`src/rtl/dsb_pkg.sv`:
```
// Shared constants, carrier structs and state types of the DRAM strobe and
// byte-lane output stage.
// Assumes a single 200 MHz clock and an APB3 register port.
package dsb_pkg;

  // ------------------------------------------------------------------------
  // Register map and field positions
  // ------------------------------------------------------------------------
  localparam logic [7:0] CTRL_OFS = 8'h00;  // Control bits
  localparam logic [7:0] STAT_OFS = 8'h04;  // Live state, read only
  localparam logic [7:0] BANK0_OFS = 8'h10; // Bank regions at 10,14,18,1C
  localparam int CTRL_EN_BIT = 0;           // Controller enable
  localparam int CTRL_EDO_BIT = 1;          // EDO memory attached
  localparam int CTRL_TWO_WE_BIT = 2;       // 2-WE byte control
  localparam int CTRL_BUS16_BIT = 3;        // 16-bit data bus
  localparam int CTRL_BURST_BIT = 4;        // Burst enable
  localparam int BANK_BASE_LSB = 20;        // Base match field [31:20]
  localparam int BANK_MASK_LSB = 4;         // Compare mask field [15:4]
  localparam int BANK_VALID_BIT = 0;        // Region valid
  localparam logic [4:0] CTRL_RST = 5'h00;  // Controller off after reset

  // ------------------------------------------------------------------------
  // Sizes and timing
  // ------------------------------------------------------------------------
  localparam int MUX_W = 12;                // Address pins 13:2
  localparam int ROW_LSB = 14;              // Row taken from access addr
  localparam logic [1:0] BURST_LAST = 2'h3; // Four beats per burst

  // ------------------------------------------------------------------------
  // Carrier types
  // ------------------------------------------------------------------------
  typedef struct packed {
    logic burst;
    logic bus16;
    logic two_we;
    logic edo;
    logic en;
  } dsb_cfg_t;

  typedef struct packed {
    logic [11:0] base;
    logic [11:0] mask;
    logic valid;
  } dsb_bank_t;

  typedef struct packed {
    logic [3:0] row_n;
    logic [3:0] col_n;
    logic [3:0] we_n;
    logic oe_n;
  } dsb_strobe_t;

  localparam dsb_strobe_t STROBE_IDLE = '{4'hF, 4'hF, 4'hF, 1'b1};

  typedef enum logic [2:0] {
    ST_IDLE = 3'b000,
    ST_ROW = 3'b001,
    ST_COL = 3'b010,
    ST_CPRE = 3'b011,
    ST_PRE = 3'b100
  } dsb_state_t;

  typedef struct packed {
    dsb_state_t state;
    logic [1:0] bank;
    logic write;
    logic [3:0] col_m;
    logic [3:0] we_m;
    logic [MUX_W-1:0] col_addr;
    logic [1:0] beat;
    dsb_strobe_t stb;
    logic [MUX_W-1:0] addr_out;
    logic addr_oe_n;
    logic burst_n;
    logic [1:0] rdy_s;
  } dsb_core_t;

  typedef struct packed {
    logic [4:0] ctrl;
    dsb_bank_t [3:0] bank;
    logic [31:0] rdata;
    logic err;
  } dsb_regs_t;

endpackage : dsb_pkg

```
`src/rtl/dsb_apb_regs.sv`:
```
// APB3 register slave: control bits, four bank regions and a status word.
// Assumes the APB master runs on core_clk_in; zero wait states.
`timescale 1ns/1ps
module dsb_apb_regs (
  input wire logic core_clk_in,             // Bus clock
  input wire logic sys_rst_in,              // Synchronous reset, high
  input wire logic [7:0] paddr_in,          // APB byte address
  input wire logic psel_in,                 // APB select
  input wire logic penable_in,              // APB access phase
  input wire logic pwrite_in,               // APB direction
  input wire logic [31:0] pwdata_in,        // APB write data
  input wire logic [7:0] status_in,         // Core state for status reg
  output logic [31:0] prdata_out,           // APB read data
  output logic pready_out,                  // APB ready
  output logic pslverr_out,                 // APB error, unmapped addr
  output dsb_pkg::dsb_cfg_t cfg_out,        // Control bits to core
  output dsb_pkg::dsb_bank_t [3:0] bank_out // Bank regions to core
);

  // ------------------------------------------------------------------------
  // Address decode: 0 ctrl, 1 status, 2..5 banks, 7 unmapped
  // ------------------------------------------------------------------------
  function automatic logic [2:0] reg_sel(input logic [7:0] a);
    logic [2:0] r;
    r = 3'h7;
    if (a == dsb_pkg::CTRL_OFS) r = 3'h0;
    else if (a == dsb_pkg::STAT_OFS) r = 3'h1;
    else if (a[7:4] == dsb_pkg::BANK0_OFS[7:4] && a[1:0] == 2'h0)
      r = 3'(a[3:2]) + 3'h2;
    return r;
  endfunction : reg_sel

  dsb_pkg::dsb_regs_t cur;                  // Registered state
  dsb_pkg::dsb_regs_t next_cur;             // Next state
  logic [2:0] sel;                          // Decoded register

  assign sel = reg_sel(paddr_in);

  // Read data is captured in the setup cycle, writes land in access phase
  always_comb begin
    next_cur = cur;
    if (psel_in && !penable_in) begin
      next_cur.err = (sel == 3'h7);
      unique case (sel)
        3'h0: next_cur.rdata = {27'h0, cur.ctrl};
        3'h1: next_cur.rdata = {24'h0, status_in};
        3'h7: next_cur.rdata = 32'h0;
        default: begin
          next_cur.rdata = 32'h0;
          next_cur.rdata[31:20] = cur.bank[sel-3'h2].base;
          next_cur.rdata[15:4] = cur.bank[sel-3'h2].mask;
          next_cur.rdata[0] = cur.bank[sel-3'h2].valid;
        end
      endcase
    end
    if (psel_in && penable_in && pwrite_in) begin
      if (sel == 3'h0) begin
        next_cur.ctrl = pwdata_in[4:0];
      end else if (sel >= 3'h2 && sel <= 3'h5) begin
        next_cur.bank[sel-3'h2].base = pwdata_in[31:20];
        next_cur.bank[sel-3'h2].mask = pwdata_in[15:4];
        next_cur.bank[sel-3'h2].valid = pwdata_in[0];
      end
    end
  end

  // State register
  always_ff @(posedge core_clk_in) begin
    if (sys_rst_in) begin
      next_cur_rst: begin
        cur <= '0;
        cur.ctrl <= dsb_pkg::CTRL_RST;
      end
    end else begin
      cur <= next_cur;
    end
  end

  assign prdata_out = cur.rdata;
  assign pready_out = 1'b1;
  assign pslverr_out = cur.err;
  assign cfg_out = dsb_pkg::dsb_cfg_t'(cur.ctrl);
  assign bank_out = cur.bank;

endmodule : dsb_apb_regs

```
`src/rtl/dsb_strobe_lane.sv`:
```
// DRAM strobe and byte-lane output stage: bank decode, row/column strobe
// sequencing, byte-lane strobes and the multiplexed address pins 13:2.
// Assumes access request signals come from same-clock bus logic; the
// ready pin is asynchronous and is synchronised here.
//
// Operation
// RULE1: One active-low row strobe per bank 0-3
// RULE2: 32-bit 2-CAS: column strobes follow byte lanes
// RULE3: 16-bit 2-CAS: lane2 even, lane3 odd byte
// RULE4: 2-WE: all column strobes share one waveform
// RULE5: 2-WE: write strobes select written byte lanes
// RULE6: 2-CAS: all write strobes share one waveform
// RULE7: Fast-page: early write, output enable unused
// RULE8: EDO: output enable low only while reading
// RULE9: Row then column address on pins 13:2
// RULE10: Drive pins cycle after strobe until ready
// RULE11: Controller disabled: address pins stay released; the code drives them while reset is held
// RULE12: Reset holds all strobes high
// RULE13: Strobes stay actively driven during bus grant
// RULE14: Burst request answered by internal controller
// RULE15: Bank chosen by decoding configured regions
// RULE16: Row strobe precedes column strobe each access
//
// The implementer's own choices: register access over APB and the address map.
`timescale 1ns/1ps
module dsb_strobe_lane (
  input wire logic core_clk_in,             // Bus clock, 200 MHz
  input wire logic sys_rst_in,              // Synchronous reset, high
  input wire logic [7:0] paddr_in,          // APB address
  input wire logic psel_in,                 // APB select
  input wire logic penable_in,              // APB enable
  input wire logic pwrite_in,               // APB direction
  input wire logic [31:0] pwdata_in,        // APB write data
  output logic [31:0] prdata_out,           // APB read data
  output logic pready_out,                  // APB ready
  output logic pslverr_out,                 // APB error
  input wire logic address_strobe_n_in,     // Access start, low
  input wire logic [31:0] access_addr_in,   // Access byte address
  input wire logic access_write_in,         // Access is a write
  input wire logic [3:0] access_be_in,      // Lane enables, 0 = b31-b24
  input wire logic ready_n_in,              // Beat ready pin, low
  output logic row_strobe_bank0_n_out,      // Bank 0 row strobe
  output logic row_strobe_bank1_n_out,      // Bank 1 row strobe
  output logic row_strobe_bank2_n_out,      // Bank 2 row strobe
  output logic row_strobe_bank3_n_out,      // Bank 3 row strobe
  output logic column_strobe_lane0_n_out,   // Lane 0 column strobe
  output logic column_strobe_lane1_n_out,   // Lane 1 column strobe
  output logic column_strobe_lane2_n_out,   // Lane 2 column strobe
  output logic column_strobe_lane3_n_out,   // Lane 3 column strobe
  output logic mem_write_strobe_lane0_n_out, // Lane 0 write strobe
  output logic mem_write_strobe_lane1_n_out, // Lane 1 write strobe
  output logic mem_write_strobe_lane2_n_out, // Lane 2 write strobe
  output logic mem_write_strobe_lane3_n_out, // Lane 3 write strobe
  output logic mem_output_enable_n_out,     // Memory output enable
  output logic burst_request_n_out,         // Burst request, low
  output logic [11:0] addr_pin_out,         // Address pins 13:2 value
  output logic addr_pin_oe_n_out            // Low while pins are driven
);

  // ------------------------------------------------------------------------
  // Helper functions
  // ------------------------------------------------------------------------
  // Lowest matching valid bank wins; bit 2 flags a hit
  function automatic logic [2:0] bank_hit(
    input logic [31:0] a,
    input dsb_pkg::dsb_bank_t [3:0] b
  );
    logic [2:0] r;
    r = 3'h0;
    for (int i = 3; i >= 0; i--) begin
      if (b[i].valid && ((a[31:20] ^ b[i].base) & b[i].mask) == 12'h000)
        r = {1'b1, 2'(i)};
    end
    return r;
  endfunction : bank_hit

  // Lane mask: a 16-bit bus uses lanes 2 (even) and 3 (odd) only
  function automatic logic [3:0] lane_map(
    input logic [3:0] be,
    input logic bus16
  );
    return bus16 ? {be[3], be[2], 2'b00} : be;
  endfunction : lane_map

  // ------------------------------------------------------------------------
  // Register slave
  // ------------------------------------------------------------------------
  dsb_pkg::dsb_cfg_t cfg;                   // Control bits
  dsb_pkg::dsb_bank_t [3:0] bank;           // Bank regions
  dsb_pkg::dsb_core_t cur;                  // Registered core state
  dsb_pkg::dsb_core_t next_cur;             // Next core state
  logic [7:0] status;                       // Live state to software

  assign status = {cfg.en, ~cur.burst_n, cur.beat, cur.bank,
                   cur.state[2:1]};

  dsb_apb_regs u_regs (
    .core_clk_in(core_clk_in),
    .sys_rst_in(sys_rst_in),
    .paddr_in(paddr_in),
    .psel_in(psel_in),
    .penable_in(penable_in),
    .pwrite_in(pwrite_in),
    .pwdata_in(pwdata_in),
    .status_in(status),
    .prdata_out(prdata_out),
    .pready_out(pready_out),
    .pslverr_out(pslverr_out),
    .cfg_out(cfg),
    .bank_out(bank)
  );

  // ------------------------------------------------------------------------
  // Access decode
  // ------------------------------------------------------------------------
  logic [2:0] hit;                          // Bank decode result
  logic start;                              // Access begins this cycle
  logic [3:0] lanes;                        // Lanes touched by access
  logic [3:0] col_mask;                     // Column strobes to assert
  logic [3:0] we_mask;                      // Write strobes to assert
  logic rdy_low;                            // Synchronised ready low

  assign hit = bank_hit(access_addr_in, bank); // RULE15
  assign start = !address_strobe_n_in && cfg.en && hit[2]; // RULE11
  assign lanes = lane_map(access_be_in, cfg.bus16); // RULE2 RULE3
  // 2-WE shares one column waveform, 2-CAS selects by column strobe
  assign col_mask = cfg.two_we ? {4{|lanes}} : lanes; // RULE4
  // 2-WE selects lanes by write strobe, 2-CAS shares one waveform
  assign we_mask = !access_write_in ? 4'h0 :
                   (cfg.two_we ? lanes : 4'hF); // RULE5 RULE6
  assign rdy_low = !cur.rdy_s[1];

  // ------------------------------------------------------------------------
  // Access sequencer
  // ------------------------------------------------------------------------
  // Row phase, column phase(s), then one precharge cycle
  always_comb begin
    next_cur = cur;
    next_cur.rdy_s = {cur.rdy_s[0], ready_n_in};
    unique case (cur.state)
      dsb_pkg::ST_IDLE: begin
        // Strobes idle high, pins released
        next_cur.stb = dsb_pkg::STROBE_IDLE;
        next_cur.addr_oe_n = 1'b1;
        next_cur.burst_n = 1'b1;
        if (start) begin
          next_cur.state = dsb_pkg::ST_ROW;
          next_cur.bank = hit[1:0];
          next_cur.write = access_write_in;
          next_cur.col_m = col_mask;
          next_cur.we_m = we_mask;
          next_cur.col_addr = access_addr_in[13:2];
          next_cur.beat = 2'h0;
          // Row address goes out with the row strobe
          next_cur.addr_out =
            access_addr_in[dsb_pkg::ROW_LSB +: dsb_pkg::MUX_W]; // RULE9
          next_cur.addr_oe_n = 1'b0; // RULE10
          next_cur.stb.row_n = ~(4'h1 << hit[1:0]); // RULE1
          // Write strobes lead the column strobe: early write
          next_cur.stb.we_n = ~we_mask; // RULE7
          next_cur.burst_n = ~cfg.burst; // RULE14
        end
      end
      dsb_pkg::ST_ROW: begin
        // Column address and column strobe follow the row phase
        next_cur.state = dsb_pkg::ST_COL;
        next_cur.addr_out = cur.col_addr; // RULE9
        next_cur.stb.col_n = ~cur.col_m; // RULE16
        next_cur.stb.oe_n = ~(cfg.edo && !cur.write); // RULE8
      end
      dsb_pkg::ST_COL: begin
        if (rdy_low) begin
          if (!cur.burst_n && cur.beat != dsb_pkg::BURST_LAST) begin
            // Internal burst answer: page-mode next column
            next_cur.state = dsb_pkg::ST_CPRE; // RULE14
            next_cur.stb.col_n = 4'hF;
            next_cur.beat = cur.beat + 2'h1;
            next_cur.col_addr = cur.col_addr + 12'h001;
            next_cur.addr_out = cur.col_addr + 12'h001;
          end else begin
            // Ready ends the access and releases the pins
            next_cur.state = dsb_pkg::ST_PRE;
            next_cur.stb = dsb_pkg::STROBE_IDLE;
            next_cur.addr_oe_n = 1'b1; // RULE10
            next_cur.burst_n = 1'b1;
          end
        end
      end
      dsb_pkg::ST_CPRE: begin
        // Wait for ready to rise before the next beat
        if (!rdy_low) begin
          next_cur.state = dsb_pkg::ST_COL;
          next_cur.stb.col_n = ~cur.col_m;
        end
      end
      dsb_pkg::ST_PRE: begin
        // One row precharge cycle
        next_cur.state = dsb_pkg::ST_IDLE;
      end
      default: begin
        // Illegal code: return to idle with strobes high
        next_cur.state = dsb_pkg::ST_IDLE;
        next_cur.stb = dsb_pkg::STROBE_IDLE;
        next_cur.addr_oe_n = 1'b1;
        next_cur.burst_n = 1'b1;
      end
    endcase
  end

  // State register; reset forces strobes high and drives the pins
  always_ff @(posedge core_clk_in) begin
    if (sys_rst_in) begin
      cur <= '0;
      cur.stb <= dsb_pkg::STROBE_IDLE; // RULE12
      cur.burst_n <= 1'b1;
      cur.rdy_s <= 2'b11;
      cur.addr_oe_n <= 1'b0;
    end else begin
      cur <= next_cur;
    end
  end

  // ------------------------------------------------------------------------
  // Pin outputs
  // ------------------------------------------------------------------------
  // Strobes have no enable and are driven in every bus state
  assign row_strobe_bank0_n_out = cur.stb.row_n[0]; // RULE13
  assign row_strobe_bank1_n_out = cur.stb.row_n[1];
  assign row_strobe_bank2_n_out = cur.stb.row_n[2];
  assign row_strobe_bank3_n_out = cur.stb.row_n[3];
  assign column_strobe_lane0_n_out = cur.stb.col_n[0];
  assign column_strobe_lane1_n_out = cur.stb.col_n[1];
  assign column_strobe_lane2_n_out = cur.stb.col_n[2];
  assign column_strobe_lane3_n_out = cur.stb.col_n[3];
  assign mem_write_strobe_lane0_n_out = cur.stb.we_n[0];
  assign mem_write_strobe_lane1_n_out = cur.stb.we_n[1];
  assign mem_write_strobe_lane2_n_out = cur.stb.we_n[2];
  assign mem_write_strobe_lane3_n_out = cur.stb.we_n[3];
  assign mem_output_enable_n_out = cur.stb.oe_n;
  assign burst_request_n_out = cur.burst_n;
  assign addr_pin_out = cur.addr_out;
  assign addr_pin_oe_n_out = cur.addr_oe_n;

  // ------------------------------------------------------------------------
  // Assertions
  // ------------------------------------------------------------------------
  logic busy;                               // Row strobe phase active
  assign busy = cur.state != dsb_pkg::ST_IDLE &&
                cur.state != dsb_pkg::ST_PRE;

  a_reset_strobes: assert property (@(posedge core_clk_in) // RULE12
    sys_rst_in |=> (cur.stb.row_n == 4'hF && cur.stb.col_n == 4'hF &&
                    cur.stb.oe_n))
    else $error("strobe low after reset");
  a_row_bank: assert property (@(posedge core_clk_in) // RULE1
    disable iff (sys_rst_in)
    ~cur.stb.row_n == (busy ? (4'h1 << cur.bank) : 4'h0))
    else $error("row strobe not matching bank");
  a_row_first: assert property (@(posedge core_clk_in) // RULE16
    disable iff (sys_rst_in)
    (cur.stb.col_n != 4'hF) |-> $past(cur.stb.row_n != 4'hF))
    else $error("column strobe without prior row strobe");
  a_two_we_cas: assert property (@(posedge core_clk_in) // RULE4
    disable iff (sys_rst_in)
    cfg.two_we |-> (cur.stb.col_n == 4'hF || cur.stb.col_n == 4'h0))
    else $error("column strobes differ in 2-WE mode");
  a_two_cas_we: assert property (@(posedge core_clk_in) // RULE6
    disable iff (sys_rst_in)
    !cfg.two_we && start |=> (cur.stb.we_n == 4'hF ||
                              cur.stb.we_n == 4'h0))
    else $error("write strobes differ in 2-CAS mode");
  a_early_write: assert property (@(posedge core_clk_in) // RULE7
    disable iff (sys_rst_in)
    start && access_write_in |=> (cur.stb.we_n != 4'hF) ##1
      (cur.stb.we_n != 4'hF && cur.stb.col_n != 4'hF))
    else $error("write strobe not ahead of column strobe");
  a_oe_edo: assert property (@(posedge core_clk_in) // RULE8
    disable iff (sys_rst_in)
    !cur.stb.oe_n |-> (cfg.edo && !cur.write && busy))
    else $error("output enable low outside an EDO read");
  a_addr_drive: assert property (@(posedge core_clk_in) // RULE10
    disable iff (sys_rst_in)
    start |=> (!addr_pin_oe_n_out && addr_pin_out ==
               $past(access_addr_in[dsb_pkg::ROW_LSB +: dsb_pkg::MUX_W]))
      ##1 !addr_pin_oe_n_out)
    else $error("address pins not driven after strobe");
  a_addr_hiz: assert property (@(posedge core_clk_in) // RULE11
    disable iff (sys_rst_in)
    (cur.state == dsb_pkg::ST_IDLE && !cfg.en) |=> addr_pin_oe_n_out)
    else $error("address pins driven with controller off");
  a_burst_req: assert property (@(posedge core_clk_in) // RULE14
    disable iff (sys_rst_in)
    start && cfg.burst |=> !burst_request_n_out [*2])
    else $error("burst request missing");
  a_lane_cas: assert property (@(posedge core_clk_in) // RULE2
    disable iff (sys_rst_in)
    start && !cfg.two_we && !cfg.bus16 |=> ##1
      (~cur.stb.col_n == $past(access_be_in, 2)))
    else $error("column strobe lanes wrong");

  c_burst: cover property (@(posedge core_clk_in)
    cur.state == dsb_pkg::ST_CPRE);
  c_write: cover property (@(posedge core_clk_in)
    start && access_write_in);
  c_edo_read: cover property (@(posedge core_clk_in)
    !cur.stb.oe_n);

endmodule : dsb_strobe_lane

```
`config.mk`:
```
export PLATFORM = sky130hd
export DESIGN_NAME = dsb_strobe_lane
export DESIGN_NICKNAME = d
export VERILOG_FILES = /design/src/rtl/dsb_pkg.sv /design/src/rtl/dsb_apb_regs.sv /design/src/rtl/dsb_strobe_lane.sv
export SDC_FILE = /design/constraint.sdc
export NUM_CORES = 1
export LEC_CHECK = 0
export ABC_AREA = 1
export BUFFER_PORTS_ARGS = -buffer_cell sky130_fd_sc_hd__buf_2
export CORE_ASPECT_RATIO = 1.2
export CORE_UTILIZATION = 55
export CTS_CLUSTER_DIAMETER = 150
export DETAILED_ROUTE_END_ITERATION = 16
export MAX_ROUTING_LAYER = met4
export PLACE_DENSITY = 0.82
export SYNTH_ARGS = -nofsm -noshare
export SYNTH_HDL_FRONTEND = slang
export SYNTH_SLANG_ARGS = --single-unit
```
`constraint.sdc`:
```
create_clock -name core_clk_in -period 2.9 [get_ports core_clk_in]
set_clock_uncertainty 0.05 [all_clocks]
set_input_delay 0.145 -clock core_clk_in [delete_from_list [all_inputs] [get_ports core_clk_in]]
set_output_delay 0.145 -clock core_clk_in [all_outputs]
set_load 0.02 [all_outputs]
```
==> out/qor.yml <==
run:
  max_cap_violations: 0
floorplanning:
  die_y_um: 148
  die_area_um2: 18400
  die_x_um: 124
  initial_core_util_pct: 56.1
  core_area_um2: 17500
  ios: 145
  num_rows: 53
timing:
  worst_slew_pin_slew_ns: 0.758
  rsz0062_at_grt: "no"
  slew_headroom_pct: 49.4
  min_period_over_period_pct: 92.9
  finalSetupTns_ns: 0
  period_needed_ns: 2.69
  final_hold_viol_count: 0
  fmax_mhz: 371
  report.final.slew_viol_count: 0
  setup_viol_count_final: 0
worst_setup_path:
  reg2reg_from: "u_regs.bank_out[24]"
  critPathMaxFanout: 27
  crit_type: "reg -> reg"
  worstReg2RegEnd: "cur[31]"
  required_ns: 3.18
  r2r_setup_slack_ns: 0.21
  critPathLaunch: "u_regs.bank_out[24]"
  crit_end: "cur[31]"
  r2r_cells: 13
  arrival_ns: 2.97
  critPathLaunchType: "register"
  cp-end-kind: "register"
detailed_routing:
  via_per_inst: 5.25
  antenna_left: 0
  vias: 10400
  initialDrtViolationCount: 785
  route.detailed.drc: 0
  wl_per_cell_um: 14.2
  wl_um: 28000
  firstDrtPassIters: 8
synth:
  ys_types: 40
  synthTopCellsByArea: "dfxtp_1 (38%), nand2_1 (20%), nor2_1 (13%)"
  synth_cells: 1615
  yosys.area.top_type: "dfxtp_1"
  synth_seq_cells: 187
  syn_area_um2: 9830
  synth-seq-area-share_pct: 38.1
  synth_top_area_share_pct: 38.1
  avgSynthCellArea_um2: 6.09
  ys_warn_count: 0
pwr:
  total_power_mw: 5.31
  power.leakage_nw: 5.70
  ir_drop_uv: 417
  powerDensity_nw_per_um2: 461
worst_hold_path:
  worstHoldPathType: "in -> reg"
  whs_path_depth: 4
clock_network:
  cts_tree: "built"
  cts_inserted_buffers: 17
  htreeDepth: 4
  cts.path.max_buffers: 2
  cts_sinks: 187
  ctsResizeCount: 0
  clk-insertion-delay-late_ns: 0.44
  postCtsSetupBuffers: 0
  clkTransAtPathRegs_ns: 0.07
  clockRootBuffer: "clkbuf_16"
  cts_hold_buf: 33
place:
  port_buffers: 133
  hpwl_um: 18900
  routabilityCongestion: 0.909
run_status:
  status: "completed"
finish:
  synthToLayoutAreaGrowth_pct: 17.2
  nets: 1829
  drive_gt1_share_pct: 12.3
  nFillCells: 1605
global_routing:
  overflow: 0
  groute.usage.overall_pct: 31.6
  grt_pass1_vias: 9232
  antenna_found_initial: 1
  grt_max_degree: 55
  grt_pass1_wl_um: 43800
[how the worst min path moves through the flow]
| stage | slack, ns | end | from |
|---|---|---|---|
| floorplan | 0.20 | cur[0] | ready_n_in |
| global placement | 0.28 | cur[0] | ready_n_in |
| detailed placement | 0.28 | cur[0] | ready_n_in |
| CTS | 0.004 | mem_write_strobe_lane2_n_out | access_write_in |
| global route | 0.03 | mem_write_strobe_lane2_n_out | access_write_in |
| finish | 0.01 | mem_write_strobe_lane2_n_out | access_write_in |
[power breakdown]
part,internal (mW),total (mW),switching (mW)
logic,0.0990,0.275,0.176
registers,2.57,2.57,0.00231
clock network,1.41,2.46,1.05
total,4.08,5.31,1.23
[synth_stat cells, drive strengths merged]
master / instances
a211o: 4
a211oi: 1
a21boi: 2
a21oi: 103
a31oi: 1
buf: 46
clkbuf: 44
clkinv: 4
conb: 2
dfxtp: 187
ha: 6
inv: 158
nand2: 524
nand3: 75
nand3b: 3
nand4: 28
nor2: 348
nor3: 5
nor3b: 1
nor4: 1
o211ai: 3
o21ai: 48
o21bai: 7
o22ai: 8
o311ai: 1
o31ai: 1
or2: 3
xnor2: 1
[per-layer routing]
metal	global-route usage (%)	wire length [um]
met4	14.3	1000
met1	35.3	11400
met2	54.2	13900
met3	5.52	1700
met5	-	0
[area by class of cell]
cell class	instances	area (um^2)	area share, %
multi-input cells	1179	5050	43.9
flip-flops and latches	187	3740	32.5
repair buffers	192	1220	10.6
inverters	162	609	5.29
clock buffers	20	457	3.97
well taps	220	275	2.39
clock inverters	12	161	1.40
diodes	1	2.50	0.0217
[logic make-up after synthesis]
kind of cell,after synthesis,share of synthesized area [%]
simple gates,988,40.2
compound gates,179,10.0
other cells,2,0.0764
fa+ha+maj,6,0.764
xor+xnor,1,0.0891
buf+inv,252,10.7
flops,187,38.1
[placed cells by master (no fill, tap or decap), drive strengths merged, types with 20 or more instances in the layout]
master	synthesis	routed
buf	46	159
nand3	75	75
clkbuf	44	20
inv	158	160
nor2	348	348
a21oi	103	103
nand2	524	524
dlygate4sd3	0	33
dfxtp	187	187
o21ai	48	48
nand4	28	28
[state kept, by name (all words and copies together) (netlist names), 5 cells and up]
name and flops:
cur 26, u_regs.cfg_out 5, addr_pin_out 12, u_regs.prdata_out 28, u_regs.bank_out 100
[stage by stage]
stage          area (um^2)  hold slack (ns)  setup WS [ns]  cells  util (%)
6_report             11500           0.0116          0.207   1973      65.8
3_5_place_dp         10600            0.285          0.164   1907      60.4
2_1_floorplan         9840            0.199          0.681   1618         -
3_3_place_gp         10600            0.283          0.250   1907      60.4
5_1_grt              11500           0.0340        0.00969   1973      65.8
4_1_cts              11500          0.00399          0.303   1972      65.8
[critical path, cell delays in order, from the launching register on]
cell	delay, ns
dfxtp_1	0.37
nand2_1	0.06
nand2_1	0.05
nor2_1	0.04
nor2_1	0.24
nand3_1	0.13
nor2_1	0.28
nor2_1	0.12
nand2_1	0.19
nand2_1	0.11
nand2_2	0.14
nand3_2	0.44
nor2_1	0.28
nor2_1	0.07
No activity file was read; power rests on OpenSTA's default activity.
